[src/include/rtu_pkg.sv]
package rtu_pkg;

  // ----------------------------------------------------------------------
  // Query field values
  // ----------------------------------------------------------------------
  localparam logic [7:0]  ADDR_BCAST    = 8'h00;
  localparam logic [7:0]  FN_READ_AIN   = 8'h04;
  localparam logic [7:0]  FN_FORCE      = 8'h05;
  localparam logic [7:0]  FN_PRESET     = 8'h06;
  localparam logic [7:0]  FN_EXC_STATUS = 8'h07;
  localparam logic [7:0]  FN_DIAG       = 8'h08;
  localparam logic [15:0] DIAG_ECHO     = 16'h0000;
  localparam logic [15:0] DIAG_RESTART  = 16'h0001;
  localparam logic [15:0] DIAG_LISTEN   = 16'h0004;
  localparam logic [15:0] AIN_CNT_MIN   = 16'h0001;
  localparam logic [15:0] AIN_CNT_MAX   = 16'h007D;
  localparam logic [7:0]  BYTE_OFF      = 8'h00;
  localparam logic [7:0]  BYTE_ON       = 8'hFF;
  localparam logic [15:0] SINGLE_COUNT  = 16'h0001;

  // ----------------------------------------------------------------------
  // Error reply encoding
  // ----------------------------------------------------------------------
  localparam logic [7:0] ERR_FLAG      = 8'h80;
  localparam logic [7:0] EXC_ILL_FUNC  = 8'h01;
  localparam logic [7:0] EXC_ILL_ADDR  = 8'h02;
  localparam logic [7:0] EXC_ILL_VALUE = 8'h03;

  // ----------------------------------------------------------------------
  // Table sizes and reply lengths
  // ----------------------------------------------------------------------
  localparam logic [16:0] NUM_OUT_POINTS = 17'h00400;
  localparam logic [16:0] NUM_REGS       = 17'h00400;
  localparam logic [16:0] NUM_AIN        = 17'h00100;
  localparam logic [2:0]  ECHO_LEN       = 3'h6;
  localparam logic [2:0]  SHORT_LEN      = 3'h3;
  localparam logic [2:0]  IDX_THIRD      = 3'h2;
  localparam logic [6:0]  ONE_WORD       = 7'h01;

  // ----------------------------------------------------------------------
  // Carriers and enumerations
  // ----------------------------------------------------------------------
  typedef struct packed {
    logic [7:0]  addr;
    logic [7:0]  func;
    logic [15:0] field_a;
    logic [15:0] field_b;
  } rtu_query_t;

  typedef struct packed {
    logic        we;
    logic [15:0] idx;
    logic        on;
  } rtu_force_t;

  typedef struct packed {
    logic        we;
    logic [15:0] idx;
    logic [15:0] data;
  } rtu_preset_t;

  typedef enum logic [7:0] {
    ST_IDLE   = 8'b00000001,
    ST_EVAL   = 8'b00000010,
    ST_FWAIT  = 8'b00000100,
    ST_HDR    = 8'b00001000,
    ST_RDREQ  = 8'b00010000,
    ST_RDWAIT = 8'b00100000,
    ST_DHI    = 8'b01000000,
    ST_DLO    = 8'b10000000
  } rtu_state_t;

  typedef enum logic [4:0] {
    K_NONE = 5'b00001,
    K_ECHO = 5'b00010,
    K_AIN  = 5'b00100,
    K_EXC  = 5'b01000,
    K_ERR  = 5'b10000
  } rtu_kind_t;

endpackage

[src/rtl/rtu_range_chk.sv]
`timescale 1ns/1ps
module rtu_range_chk #(
  parameter int unsigned W = 16
) (
  // Request span
  input  wire logic [W-1:0] start_i,
  input  wire logic [W-1:0] count_i,
  // Table size
  input  wire logic [W:0]   limit_i,
  // Result
  output logic              ok_o
);

  logic [W:0] span_end;

  // The span is checked one bit wider so a wrap cannot look legal.
  assign span_end = {1'b0, start_i} + {1'b0, count_i};
  assign ok_o     = (span_end <= limit_i);

endmodule

[src/rtl/rtu_query_handler.sv]
`timescale 1ns/1ps
module rtu_query_handler (
  // Clock and reset
  input  wire logic                 clk_i,
  input  wire logic                 rst_i,
  // Station identity
  input  wire logic [7:0]           station_addr_i,
  // Checked query from the framer
  input  wire rtu_pkg::rtu_query_t  query_i,
  input  wire logic                 query_valid_i,
  output logic                      query_ready_o,
  // Controller tables
  input  wire logic                 sweep_start_i,
  output rtu_pkg::rtu_force_t       force_o,
  output rtu_pkg::rtu_preset_t      preset_o,
  output logic                      ain_rd_req_o,
  output logic [15:0]               ain_rd_idx_o,
  input  wire logic [15:0]          ain_rd_data_i,
  input  wire logic [7:0]           exc_status_i,
  // Reply byte stream to the framer
  output logic                      tx_valid_o,
  output logic [7:0]                tx_data_o,
  output logic                      tx_last_o,
  input  wire logic                 tx_ready_i,
  // Mode
  output logic                      listen_only_o
);

  // ----------------------------------------------------------------------
  // State
  // ----------------------------------------------------------------------
  rtu_pkg::rtu_state_t st_ff;
  rtu_pkg::rtu_state_t nxt_st;
  rtu_pkg::rtu_kind_t  kind_ff;
  rtu_pkg::rtu_kind_t  dec_kind;
  rtu_pkg::rtu_query_t q_ff;
  logic [7:0]          code_ff;
  logic [7:0]          dec_code;
  logic [7:0]          stat_ff;
  logic [7:0]          byte_cnt_ff;
  logic [6:0]          words_ff;
  logic [15:0]         ain_idx_ff;
  logic [15:0]         word_ff;
  logic [2:0]          idx_ff;
  logic                listen_ff;
  logic                force_we_ff;
  logic [15:0]         force_idx_ff;
  logic                force_on_ff;
  logic                preset_we_ff;
  logic [15:0]         preset_idx_ff;
  logic [15:0]         preset_data_ff;
  logic                tx_valid_ff;
  logic [7:0]          tx_data_ff;
  logic                tx_last_ff;
  logic                dec_force;
  logic                dec_preset;
  logic                dec_set_listen;
  logic                dec_clr_listen;

  // ----------------------------------------------------------------------
  // Field decode
  // ----------------------------------------------------------------------
  wire        in_eval      = (st_ff == rtu_pkg::ST_EVAL);
  wire        is_bcast     = (q_ff.addr == rtu_pkg::ADDR_BCAST);
  wire [7:0]  first_data_byte  = q_ff.field_b[15:8];
  wire [7:0]  second_data_byte = q_ff.field_b[7:0];
  wire        d1_on_off    = (first_data_byte == rtu_pkg::BYTE_OFF) ||
                             (first_data_byte == rtu_pkg::BYTE_ON);
  wire        d2_zero      = (second_data_byte == rtu_pkg::BYTE_OFF);
  wire        is_diag      = (q_ff.func == rtu_pkg::FN_DIAG);
  wire        is_restart   = is_diag &&
                             (q_ff.field_a == rtu_pkg::DIAG_RESTART);
  wire        restart_ok   = is_restart && d1_on_off && d2_zero;
  wire        listen_ok    = is_diag &&
                             (q_ff.field_a == rtu_pkg::DIAG_LISTEN) &&
                             (first_data_byte == rtu_pkg::BYTE_OFF) &&
                             d2_zero;
  wire        quiet        = listen_ff && !restart_ok;
  wire        ain_cnt_ok   = (q_ff.field_b >= rtu_pkg::AIN_CNT_MIN) &&
                             (q_ff.field_b <= rtu_pkg::AIN_CNT_MAX);
  wire        ain_rng_ok;
  wire        pt_rng_ok;
  wire        reg_rng_ok;

  rtu_range_chk #(.W(16)) u_ain_rng (
    .start_i (q_ff.field_a),
    .count_i (q_ff.field_b),
    .limit_i (rtu_pkg::NUM_AIN),
    .ok_o    (ain_rng_ok)
  );

  rtu_range_chk #(.W(16)) u_pt_rng (
    .start_i (q_ff.field_a),
    .count_i (rtu_pkg::SINGLE_COUNT),
    .limit_i (rtu_pkg::NUM_OUT_POINTS),
    .ok_o    (pt_rng_ok)
  );

  rtu_range_chk #(.W(16)) u_reg_rng (
    .start_i (q_ff.field_a),
    .count_i (rtu_pkg::SINGLE_COUNT),
    .limit_i (rtu_pkg::NUM_REGS),
    .ok_o    (reg_rng_ok)
  );

  // ----------------------------------------------------------------------
  // Query decision
  // ----------------------------------------------------------------------
  // Errors are decided before the broadcast and listen-only masks, so a
  // silent query never reaches the reply path; a broadcast force or preset still writes the tables unless listen-only mode is set.
  always_comb begin
    dec_kind       = rtu_pkg::K_NONE;
    dec_code       = rtu_pkg::EXC_ILL_FUNC;
    dec_force      = 1'b0;
    dec_preset     = 1'b0;
    dec_set_listen = 1'b0;
    dec_clr_listen = 1'b0;
    case (q_ff.func)
      rtu_pkg::FN_READ_AIN: begin
        if (!ain_cnt_ok) begin
          dec_kind = rtu_pkg::K_ERR;
          dec_code = rtu_pkg::EXC_ILL_VALUE;
        end else if (!ain_rng_ok) begin
          dec_kind = rtu_pkg::K_ERR;
          dec_code = rtu_pkg::EXC_ILL_ADDR;
        end else begin
          dec_kind = rtu_pkg::K_AIN;
        end
      end
      rtu_pkg::FN_FORCE: begin
        if (!(d1_on_off && d2_zero)) begin
          dec_kind = rtu_pkg::K_ERR;
          dec_code = rtu_pkg::EXC_ILL_VALUE;
        end else if (!pt_rng_ok) begin
          dec_kind = rtu_pkg::K_ERR;
          dec_code = rtu_pkg::EXC_ILL_ADDR;
        end else begin
          dec_force = 1'b1;
          dec_kind  = rtu_pkg::K_ECHO;
        end
      end
      rtu_pkg::FN_PRESET: begin
        if (!reg_rng_ok) begin
          dec_kind = rtu_pkg::K_ERR;
          dec_code = rtu_pkg::EXC_ILL_ADDR;
        end else begin
          dec_preset = 1'b1;
          dec_kind   = rtu_pkg::K_ECHO;
        end
      end
      rtu_pkg::FN_EXC_STATUS: begin
        dec_kind = rtu_pkg::K_EXC;
      end
      rtu_pkg::FN_DIAG: begin
        case (q_ff.field_a)
          rtu_pkg::DIAG_ECHO: begin
            dec_kind = rtu_pkg::K_ECHO;
          end
          rtu_pkg::DIAG_RESTART: begin
            if (restart_ok) begin
              dec_clr_listen = 1'b1;
              dec_kind       = rtu_pkg::K_ECHO;
            end else begin
              dec_kind = rtu_pkg::K_ERR;
              dec_code = rtu_pkg::EXC_ILL_VALUE;
            end
          end
          rtu_pkg::DIAG_LISTEN: begin
            dec_set_listen = listen_ok;
          end
          default: begin
            dec_kind = rtu_pkg::K_ERR;
            dec_code = rtu_pkg::EXC_ILL_VALUE;
          end
        endcase
      end
      default: begin
        dec_kind = rtu_pkg::K_ERR;
      end
    endcase
    if (is_bcast) begin
      dec_kind = rtu_pkg::K_NONE;
    end
    if (is_bcast && !(dec_force || dec_preset || is_diag)) begin
      dec_force  = 1'b0;
      dec_preset = 1'b0;
    end
    if (quiet) begin
      dec_kind       = rtu_pkg::K_NONE;
      dec_force      = 1'b0;
      dec_preset     = 1'b0;
      dec_set_listen = 1'b0;
    end
  end

  // ----------------------------------------------------------------------
  // Reply byte selection
  // ----------------------------------------------------------------------
  wire       tx_free   = !tx_valid_ff || tx_ready_i;
  wire       in_hdr    = (st_ff == rtu_pkg::ST_HDR);
  wire       in_dhi    = (st_ff == rtu_pkg::ST_DHI);
  wire       in_dlo    = (st_ff == rtu_pkg::ST_DLO);
  wire       push      = tx_free && (in_hdr || in_dhi || in_dlo);
  wire [2:0] hdr_len   = (kind_ff == rtu_pkg::K_ECHO) ?
                         rtu_pkg::ECHO_LEN : rtu_pkg::SHORT_LEN;
  wire       hdr_end   = (idx_ff == hdr_len - 3'h1);
  wire       last_word = (words_ff == rtu_pkg::ONE_WORD);
  wire [7:0] func_byte = (kind_ff == rtu_pkg::K_ERR) ?
                         (q_ff.func | rtu_pkg::ERR_FLAG) : q_ff.func;
  wire [7:0] third_byte =
    (kind_ff == rtu_pkg::K_ECHO) ? q_ff.field_a[15:8] :
    (kind_ff == rtu_pkg::K_AIN)  ? byte_cnt_ff :
    (kind_ff == rtu_pkg::K_EXC)  ? stat_ff : code_ff;
  wire [7:0] hdr_byte =
    (idx_ff == 3'h0) ? q_ff.addr :
    (idx_ff == 3'h1) ? func_byte :
    (idx_ff == 3'h2) ? third_byte :
    (idx_ff == 3'h3) ? q_ff.field_a[7:0] :
    (idx_ff == 3'h4) ? first_data_byte : second_data_byte;
  wire [7:0] push_byte = in_hdr ? hdr_byte :
                         in_dhi ? word_ff[15:8] : word_ff[7:0];
  wire       push_last = (in_hdr && hdr_end &&
                          (kind_ff != rtu_pkg::K_AIN)) ||
                         (in_dlo && last_word);

  assign query_ready_o = (st_ff == rtu_pkg::ST_IDLE);
  assign ain_rd_req_o  = (st_ff == rtu_pkg::ST_RDREQ);
  assign ain_rd_idx_o  = ain_idx_ff;
  assign tx_valid_o    = tx_valid_ff;
  assign tx_data_o     = tx_data_ff;
  assign tx_last_o     = tx_last_ff;
  assign listen_only_o = listen_ff;
  assign force_o       = '{we: force_we_ff, idx: force_idx_ff,
                           on: force_on_ff};
  assign preset_o      = '{we: preset_we_ff, idx: preset_idx_ff,
                           data: preset_data_ff};

  // ----------------------------------------------------------------------
  // Sequencer
  // ----------------------------------------------------------------------
  always_comb begin
    nxt_st = st_ff;
    case (st_ff)
      rtu_pkg::ST_IDLE:   if (query_valid_i) nxt_st = rtu_pkg::ST_EVAL;
      rtu_pkg::ST_EVAL: begin
        if (dec_force) begin
          nxt_st = rtu_pkg::ST_FWAIT;
        end else if (dec_kind != rtu_pkg::K_NONE) begin
          nxt_st = rtu_pkg::ST_HDR;
        end else begin
          nxt_st = rtu_pkg::ST_IDLE;
        end
      end
      rtu_pkg::ST_FWAIT: begin
        if (sweep_start_i) begin
          nxt_st = (kind_ff == rtu_pkg::K_NONE) ?
                   rtu_pkg::ST_IDLE : rtu_pkg::ST_HDR;
        end
      end
      rtu_pkg::ST_HDR: begin
        if (tx_free && hdr_end) begin
          nxt_st = (kind_ff == rtu_pkg::K_AIN) ?
                   rtu_pkg::ST_RDREQ : rtu_pkg::ST_IDLE;
        end
      end
      rtu_pkg::ST_RDREQ:  nxt_st = rtu_pkg::ST_RDWAIT;
      rtu_pkg::ST_RDWAIT: nxt_st = rtu_pkg::ST_DHI;
      rtu_pkg::ST_DHI:    if (tx_free) nxt_st = rtu_pkg::ST_DLO;
      rtu_pkg::ST_DLO: begin
        if (tx_free) begin
          nxt_st = last_word ? rtu_pkg::ST_IDLE : rtu_pkg::ST_RDREQ;
        end
      end
      default:            nxt_st = rtu_pkg::ST_IDLE;
    endcase
  end

  always_ff @(posedge clk_i) begin
    if (rst_i) begin
      st_ff     <= rtu_pkg::ST_IDLE;
      kind_ff   <= rtu_pkg::K_NONE;
      listen_ff <= 1'b0;
      idx_ff    <= 3'h0;
    end else begin
      st_ff <= nxt_st;
      if (in_eval) begin
        kind_ff <= dec_kind;
        idx_ff  <= 3'h0;
        if (dec_set_listen) begin
          listen_ff <= 1'b1;
        end else if (dec_clr_listen) begin
          listen_ff <= 1'b0;
        end
      end else if (in_hdr && tx_free) begin
        idx_ff <= idx_ff + 3'h1;
      end
    end
  end

  always_ff @(posedge clk_i) begin
    if (rst_i) begin
      q_ff        <= '0;
      code_ff     <= 8'h00;
      stat_ff     <= 8'h00;
      byte_cnt_ff <= 8'h00;
      words_ff    <= 7'h00;
      ain_idx_ff  <= 16'h0000;
      word_ff     <= 16'h0000;
    end else begin
      if (query_ready_o && query_valid_i) q_ff <= query_i;
      if (in_eval) begin
        code_ff     <= dec_code;
        stat_ff     <= exc_status_i;
        byte_cnt_ff <= {q_ff.field_b[6:0], 1'b0};
        words_ff    <= q_ff.field_b[6:0];
        ain_idx_ff  <= q_ff.field_a;
      end
      if (st_ff == rtu_pkg::ST_RDWAIT) word_ff <= ain_rd_data_i;
      if (in_dlo && tx_free) begin
        ain_idx_ff <= ain_idx_ff + 16'h0001;
        words_ff   <= words_ff - 7'h01;
      end
    end
  end

  // ----------------------------------------------------------------------
  // Table writes and reply register
  // ----------------------------------------------------------------------
  always_ff @(posedge clk_i) begin
    if (rst_i) begin
      force_we_ff    <= 1'b0;
      force_idx_ff   <= 16'h0000;
      force_on_ff    <= 1'b0;
      preset_we_ff   <= 1'b0;
      preset_idx_ff  <= 16'h0000;
      preset_data_ff <= 16'h0000;
    end else begin
      force_we_ff  <= (st_ff == rtu_pkg::ST_FWAIT) &&
                      sweep_start_i;
      preset_we_ff <= in_eval && dec_preset;
      if (in_eval) begin
        force_idx_ff   <= q_ff.field_a;
        force_on_ff    <= (first_data_byte == rtu_pkg::BYTE_ON);
        preset_idx_ff  <= q_ff.field_a;
        preset_data_ff <= q_ff.field_b;
      end
    end
  end

  always_ff @(posedge clk_i) begin
    if (rst_i) begin
      tx_valid_ff <= 1'b0;
      tx_data_ff  <= 8'h00;
      tx_last_ff  <= 1'b0;
    end else if (push) begin
      tx_valid_ff <= 1'b1;
      tx_data_ff  <= push_byte;
      tx_last_ff  <= push_last;
    end else if (tx_ready_i) begin
      tx_valid_ff <= 1'b0;
      tx_last_ff  <= 1'b0;
    end
  end
endmodule

[config.mk]
export PLATFORM = sky130hd
export DESIGN_NAME = rtu_query_handler
export DESIGN_NICKNAME = d
export VERILOG_FILES = /design/src/include/rtu_pkg.sv /design/src/rtl/rtu_range_chk.sv /design/src/rtl/rtu_query_handler.sv
export SDC_FILE = /design/constraint.sdc
export NUM_CORES = 1
export LEC_CHECK = 0
export ABC_CLOCK_PERIOD_IN_PS = 3800
export BUFFER_PORTS_ARGS = -buffer_cell sky130_fd_sc_hd__buf_2
export CAP_MARGIN = 20
export CORE_MARGIN = 2
export CORE_UTILIZATION = 45
export CTS_BUF_LIST = sky130_fd_sc_hd__clkbuf_4 sky130_fd_sc_hd__clkbuf_8
export DETAILED_ROUTE_END_ITERATION = 12
export GPL_TIMING_DRIVEN = 1
export PLACE_DENSITY = 0.73
export SLEW_MARGIN = 20
export SYNTH_ARGS = -nofsm -noshare
export SYNTH_HDL_FRONTEND = slang
export SYNTH_SLANG_ARGS = --single-unit
[constraint.sdc]
create_clock -name clk_i -period 3.8 [get_ports clk_i]
set_clock_uncertainty 0.1 [all_clocks]
set_input_delay 0.19 -clock clk_i [delete_from_list [all_inputs] [get_ports clk_i]]
set_output_delay 0.19 -clock clk_i [all_outputs]
set_load 0.05 [all_outputs]
* After elaboration in Yosys (flattened, before gate mapping) *
Index checks and enable logic that the tools add are counted.

word-level totals
  flip-flop bits (word level) = 172
  input bits = 85
  output and inout port bits = 80
  logic and storage cells = 170

operators by class
  add/subtract/negate cells = 6
  magnitude comparators = 4
  equality and inequality tests = 34
  muxes and demuxes = 62
  reductions and logical operators = 42

operators with widths
  cell                                                                 number
  2-to-1 mux 8 bit                                                     16
  one-hot mux 8 bit (8 select lines)                                   1
  2-to-1 mux 5 bit                                                     9
  == test 8 x 3 -> 1 bit (second input constant)                       5
  2-to-1 mux 16 bit                                                    2
  one-hot mux 5 bit (5 select lines)                                   1
  zero test 8 bit                                                      3
  logical AND 1 bit                                                    20
  2-to-1 mux 1 bit                                                     19
  adder 16 x 1 -> 17 bit (second input constant)                       1
  adder 16 x 16 -> 17 bit                                              1
  <= comparator 17 x 11 -> 1 bit (second input constant)               1
  <= comparator 17 x 9 -> 1 bit (second input constant)                1
  adder 16 x 1 -> 16 bit (second input constant)                       1
  == test 16 x 1 -> 1 bit (second input constant)                      1
  == test 16 x 3 -> 1 bit (second input constant)                      1
  == test 8 x 4 -> 1 bit (second input constant)                       2
  == test 8 bit (second input constant)                                2
  greater-or-equal comparator 16 x 1 -> 1 bit (second input constant)  1
  <= comparator 16 x 7 -> 1 bit (second input constant)                1
  zero test 16 bit                                                     1
  one-hot mux 5 bit (3 select lines)                                   1
  2-to-1 mux 7 bit                                                     2
  2-to-1 mux 4 bit                                                     3
  33 further kinds                                                     52

* Longest topological paths before layout *
  depth after elaboration = 13
  depth in mapped cells = 10
  gate-level depth less buffers = 10

* By module *
Synthesis repeated with hierarchy kept, for this count alone.

second synthesis, totals
  cells, all modules = 1438
  area, all modules = 11085.6 um2

by module, submodules not included
  module             instances  cells an instance  area each (um2)  seq. area each (um2)
  rtu_query_handler  1          958                7546.0           3183.1
  rtu_range_chk      3          160                1179.9           0.0

* Least setup slack after synthesis *
OpenSTA, ideal clock, no wires.

  path type = register to register
  from = register q_ff[16] (netlist bit)
  to = register code_ff[0]
  library setup time = 101 ps
  arrival time = 2533 ps
  data required time = 3599 ps
  path slack = 1066 ps
  stages on the path, launching flop included = 11
  buffers on the path = 0
  period minus slack after synthesis = 2734 ps
  cells stage by stage = dfxtp_1 -> ha_1 -> fa_1 -> a21o_1 -> a31o_2 -> nand3_1 -> nand4_1 -> a2111oi_0 -> o2111ai_1 -> or2_1 -> o41ai_1

on the way
  longest elaborated chain between the ends = 5
  elaborated cells between the ends (all ways) = 14
  those cells by class = 2 x add/sub; 2 x order compare; 2 x eq/ne; 6 x mux; 2 x reduce/logical

ends and longest elaborated chain
  item                                                                             line                                                                          source
  start: declaration                                                               rtu_query_handler.sv:36                                                       rtu_pkg::rtu_query_t q_ff;
  start signal: assignment                                                         rtu_query_handler.sv:310                                                      if (query_ready_o && query_valid_i) q_ff <= query_i;
  adder 16 x 1 -> 17 bit or adder 16 x 16 -> 17 bit (tied branches)                rtu_range_chk.sv:17                                                           assign span_end = {1'b0, start_i} + {1'b0, count_i};
  <= comparator 17 x 11 -> 1 bit or <= comparator 17 x 9 -> 1 bit (tied branches)  rtu_range_chk.sv:18                                                           assign ok_o = (span_end <= limit_i);
  2-to-1 mux 2 bit, on equally long branches                                       rtu_query_handler.sv:134, rtu_query_handler.sv:143, rtu_query_handler.sv:123
  2-to-1 mux 2 bit, on equally long branches                                       rtu_query_handler.sv:131, rtu_query_handler.sv:120
  one-hot mux 2 bit (4 select lines) (*)                                           rtu_query_handler.sv:118                                                      case (q_ff.func)
  end signal: assignment                                                           rtu_query_handler.sv:312                                                      code_ff <= dec_code;
  end: declaration                                                                 rtu_query_handler.sv:37                                                       logic [7:0] code_ff;

Every way passes the cells marked *; elsewhere a longest branch is shown, timed or not.
A chain may end at the register's enable or synchronous reset.

* Worst setup path after layout *
Ends and elaborated chain as after synthesis.

==> run_summary.xml <==
<?xml version="1.0" encoding="UTF-8"?>
<metrics>
  <group name="run_status">
    <metric name="status" unit="">finished, final reports clean</metric>
  </group>
  <group name="drt">
    <metric name="drt_first_iter_violations" unit="">901</metric>
    <metric name="final_antenna_net_count" unit="">0</metric>
    <metric name="avgViaCountPerCell" unit="">5.74</metric>
    <metric name="wl_per_cell" unit="µm">17.5</metric>
    <metric name="route.vias.total" unit="">8873</metric>
    <metric name="route.final.wire_length" unit="µm">27000</metric>
    <metric name="drtPass1Iterations" unit="">5</metric>
    <metric name="route.detailed.drc" unit="">0</metric>
  </group>
  <group name="sta">
    <metric name="fmax" unit="MHz">309</metric>
    <metric name="period_share" unit="%">85.2</metric>
    <metric name="timing_worst_slew_pin_value" unit="ns">1.03</metric>
    <metric name="number_of_hold_violations_in_the_final_report" unit="">0</metric>
    <metric name="finalCriticalPeriod" unit="ns">3.24</metric>
    <metric name="rsz0062_at_grt" unit="">false</metric>
    <metric name="setup_tns" unit="ns">0</metric>
    <metric name="max_slew_margin" unit="%">31.5</metric>
    <metric name="setup_viol" unit="">0</metric>
    <metric name="slew_violations" unit="">0</metric>
  </group>
  <group name="grt">
    <metric name="gr-usage-all-layers" unit="%">27.3</metric>
    <metric name="grt_max_degree" unit="">100</metric>
    <metric name="antenna_found_initial" unit="">0</metric>
    <metric name="via_count_of_the_first_global_routing_pass" unit="">8157</metric>
    <metric name="grt_overflow" unit="">0</metric>
    <metric name="grt_pass1_wl" unit="µm">42500</metric>
  </group>
  <group name="placed_design">
    <metric name="numPlacedInstances" unit="">1438</metric>
    <metric name="post_dp_cell_area" unit="µm²">9160</metric>
    <metric name="numPortBuffers" unit="">156</metric>
    <metric name="gp_congestion" unit="">0.971</metric>
    <metric name="final_hpwl_dp" unit="µm">19000</metric>
  </group>
  <group name="worst_setup_path">
    <metric name="worst-endpoint-arrival" unit="ns">3.50</metric>
    <metric name="path_max_fanout" unit="">8</metric>
    <metric name="worst-setup-path-type" unit="">reg -&gt; reg</metric>
    <metric name="r2r.worst_path.cells" unit="">10</metric>
    <metric name="timing.critical_path.from_type" unit="">register</metric>
    <metric name="critical_path_required" unit="ns">4.06</metric>
    <metric name="cp-end-kind" unit="">register</metric>
  </group>
  <group name="floorplan">
    <metric name="die_y" unit="µm">140</metric>
    <metric name="core.rowCount" unit="">49</metric>
    <metric name="initial_utilization" unit="%">45.9</metric>
    <metric name="io-pin-count" unit="">165</metric>
    <metric name="die_width" unit="µm">140</metric>
    <metric name="die_area" unit="µm²">19500</metric>
    <metric name="core_area" unit="µm²">18000</metric>
  </group>
  <group name="pwr">
    <metric name="leakagePower" unit="nW">4.21</metric>
    <metric name="clockPowerShare" unit="%">28.8</metric>
    <metric name="power" unit="mW">5.06</metric>
    <metric name="internal_power" unit="mW">3.19</metric>
    <metric name="power.ir.vdd_worst" unit="mV">0.274</metric>
    <metric name="power_per_cell_area" unit="nW/µm²">488</metric>
    <metric name="sw_share" unit="%">37.0</metric>
    <metric name="netSwitchingPower" unit="mW">1.87</metric>
    <metric name="seqPwrFrac" unit="%">40.0</metric>
    <metric name="pwr-share-comb" unit="%">31.2</metric>
  </group>
  <group name="logic_synthesis">
    <metric name="postSynthNetCount" unit="">1218</metric>
    <metric name="yosysUniqueCellTypes" unit="">65</metric>
    <metric name="ys_dominant_reg_cell" unit="">sky130_fd_sc_hd__dfxtp_1</metric>
    <metric name="syn-instance-count" unit="">1108</metric>
    <metric name="asyncSetResetFlopFracSynth" unit="%">0</metric>
    <metric name="netlist_area" unit="µm²">8280</metric>
    <metric name="number_of_synthesized_flops_with_an_enable_pin" unit="">0</metric>
    <metric name="sequential_share_of_the_synthesized_area" unit="%">38.5</metric>
    <metric name="number_of_synthesis_warnings" unit="">0</metric>
    <metric name="yosys_register_bits" unit="">159</metric>
    <metric name="syn_area_per_cell" unit="µm²">7.47</metric>
  </group>
  <group name="layout">
    <metric name="antenna_cells" unit="">0</metric>
    <metric name="final-instance-count-excl-fill" unit="">1546</metric>
    <metric name="utilization_after_layout" unit="%">57.6</metric>
    <metric name="final_cell_mix" unit="">sky130_fd_sc_hd__nand2_1, sky130_fd_sc_hd__a21oi_1, sky130_fd_sc_hd__dfxtp_1</metric>
    <metric name="layout.cell_area.non_filler" unit="µm²">10400</metric>
    <metric name="drive_above_1_share" unit="%">17.5</metric>
    <metric name="area_delta_synth_final" unit="%">25.4</metric>
    <metric name="layout.cells.most_common" unit="">sky130_fd_sc_hd__nand2_1</metric>
    <metric name="design.final.nets" unit="">1414</metric>
  </group>
  <group name="hold_path">
    <metric name="worstHoldPathType" unit="">in -&gt; reg</metric>
    <metric name="min_delay_path_depth" unit="">4</metric>
  </group>
  <group name="clock_tree">
    <metric name="cts_tree" unit="">built</metric>
    <metric name="cts.path.max_buffers" unit="">2</metric>
    <metric name="clkSinkCount" unit="">159</metric>
    <metric name="tritoncts.num_buffers" unit="">17</metric>
    <metric name="clock_tree.htree_level_count" unit="">4</metric>
    <metric name="cts_post_setup_buffers_inserted" unit="">0</metric>
    <metric name="post_cts.resized_instances" unit="">0</metric>
    <metric name="ctsRootBufferMaster" unit="">sky130_fd_sc_hd__clkbuf_8</metric>
    <metric name="clk_transition_reported_paths" unit="ns">0.09</metric>
    <metric name="clock_insertion_delay_worst_skew" unit="ns">0.46</metric>
  </group>
  <group name="job">
    <metric name="maxCapViolCount" unit="">0</metric>
  </group>
</metrics>
[routing by layer]
| metal | up-vias | track usage [%] | wire [µm] |
|---|---|---|---|
| li1 | 4292 | - | - |
| met1 | 4080 | 35.7 | 11400 |
| met2 | 412 | 43.6 | 12400 |
| met3 | 89 | 4.78 | 2010 |
| met4 | 0 | 13.3 | 1240 |
| met5 | - | 0 | 0 |
[registers in the layout, summed over array words and instances (netlist names), 2 cells and up]
signal           count
kind_ff              5
idx_ff               3
tx_data_o            8
preset_data_ff      16
q_ff                40
preset_idx_ff       16
ain_rd_idx_o        16
code_ff              2
word_ff             16
st_ff                8
words_ff             7
stat_ff              8
first_data_byte      8
[path summary, 6_finish.rpt]
check	startpoint	endpoint	slack (ns)
min reg2reg	preset_data_ff[12]	preset_data_ff[12]	0.36
min	query_valid_i	st_ff[0]	0.02
max reg2reg	q_ff[16]	code_ff[0]	0.56
max	q_ff[16]	code_ff[0]	0.56
[stage by stage]
stage	hold slack, ns	setup slack [ns]
2_1_floorplan	0.226	1.07
3_3_place_gp	0.331	0.668
3_5_place_dp	0.336	0.625
4_1_cts	0.000191	0.601
5_1_grt	0.0149	0.374
6_report	0.0195	0.561
[cell type report]
cell class                      instances  area (µm²)
Timing Repair Buffer                  258        1740
Clock buffer                           19         249
Fill cell                            1658        7650
Clock inverter                         13         211
Inverter                               22        82.6
Multi-Input combinational cell        846        4630
Tap cell                              229         287
Sequential cell                       159        3180
[logic make-up (layout without fill, tap and decap cells)]
logic type / after synthesis / in the layout / synth area share (%)
simple gates: 488 / 488 / 26.7
compound gates: 305 / 305 / 21.9
flops: 159 / 159 / 38.5
buf+inv: 103 / 312 / 5.69
fa+ha+maj: 25 / 25 / 3.87
mux: 18 / 18 / 2.33
xor+xnor: 10 / 10 / 1.06
[what timing repair did]
action                                  in CTS  in global routing
hold buffers                                75                  0
endpoints found under the setup margin       0                  0
endpoints found under the hold margin       75                  0
[power by group through the flow]
stage | Combinational (mW) | Clock [mW] | Sequential [mW]
6_report | 1.58 | 1.46 | 2.03
5_1_grt | 1.73 | 1.54 | 2.04
4_1_cts | 1.55 | 1.47 | 2.02
3_5_place_dp | 1.48 | 0 | 2.05
3_3_place_gp | 1.46 | 0 | 2.05
2_1_floorplan | 1.03 | 0 | 2.03
[Yosys cell counts, drive strengths merged, types with 8 or more instances]
master / number / area, µm²
a31oi: 22 / 138
nand3b: 15 / 113
nand4: 13 / 81.3
nor3: 27 / 135
nor4: 14 / 87.6
o211ai: 8 / 60.1
a21oi: 161 / 806
dfxtp: 159 / 3180
ha: 24 / 300
mux2: 10 / 113
mux2i: 8 / 80.1
a22oi: 8 / 60.1
nand3: 18 / 90.1
and3: 9 / 56.3
o22ai: 9 / 56.3
o31ai: 9 / 67.6
o21ai: 33 / 165
buf: 29 / 193
clkbuf: 52 / 195
nand2: 288 / 1080
nor2: 56 / 210
inv: 21 / 78.8
nand2b: 9 / 56.3
[critical path: stages (launching register included)]
cell and delay (ns):
sky130_fd_sc_hd__dfxtp_1 0.41, sky130_fd_sc_hd__ha_1 0.26, sky130_fd_sc_hd__fa_1 0.43, sky130_fd_sc_hd__a21o_1 0.23, sky130_fd_sc_hd__a31o_2 0.26, sky130_fd_sc_hd__nand3_1 0.07, sky130_fd_sc_hd__nand4_1 0.08, sky130_fd_sc_hd__a2111oi_0 0.41
sky130_fd_sc_hd__o2111ai_1 0.26, sky130_fd_sc_hd__or2_1 0.32, sky130_fd_sc_hd__o41ai_1 0.30
No activity file was read; power rests on OpenSTA's default activity.
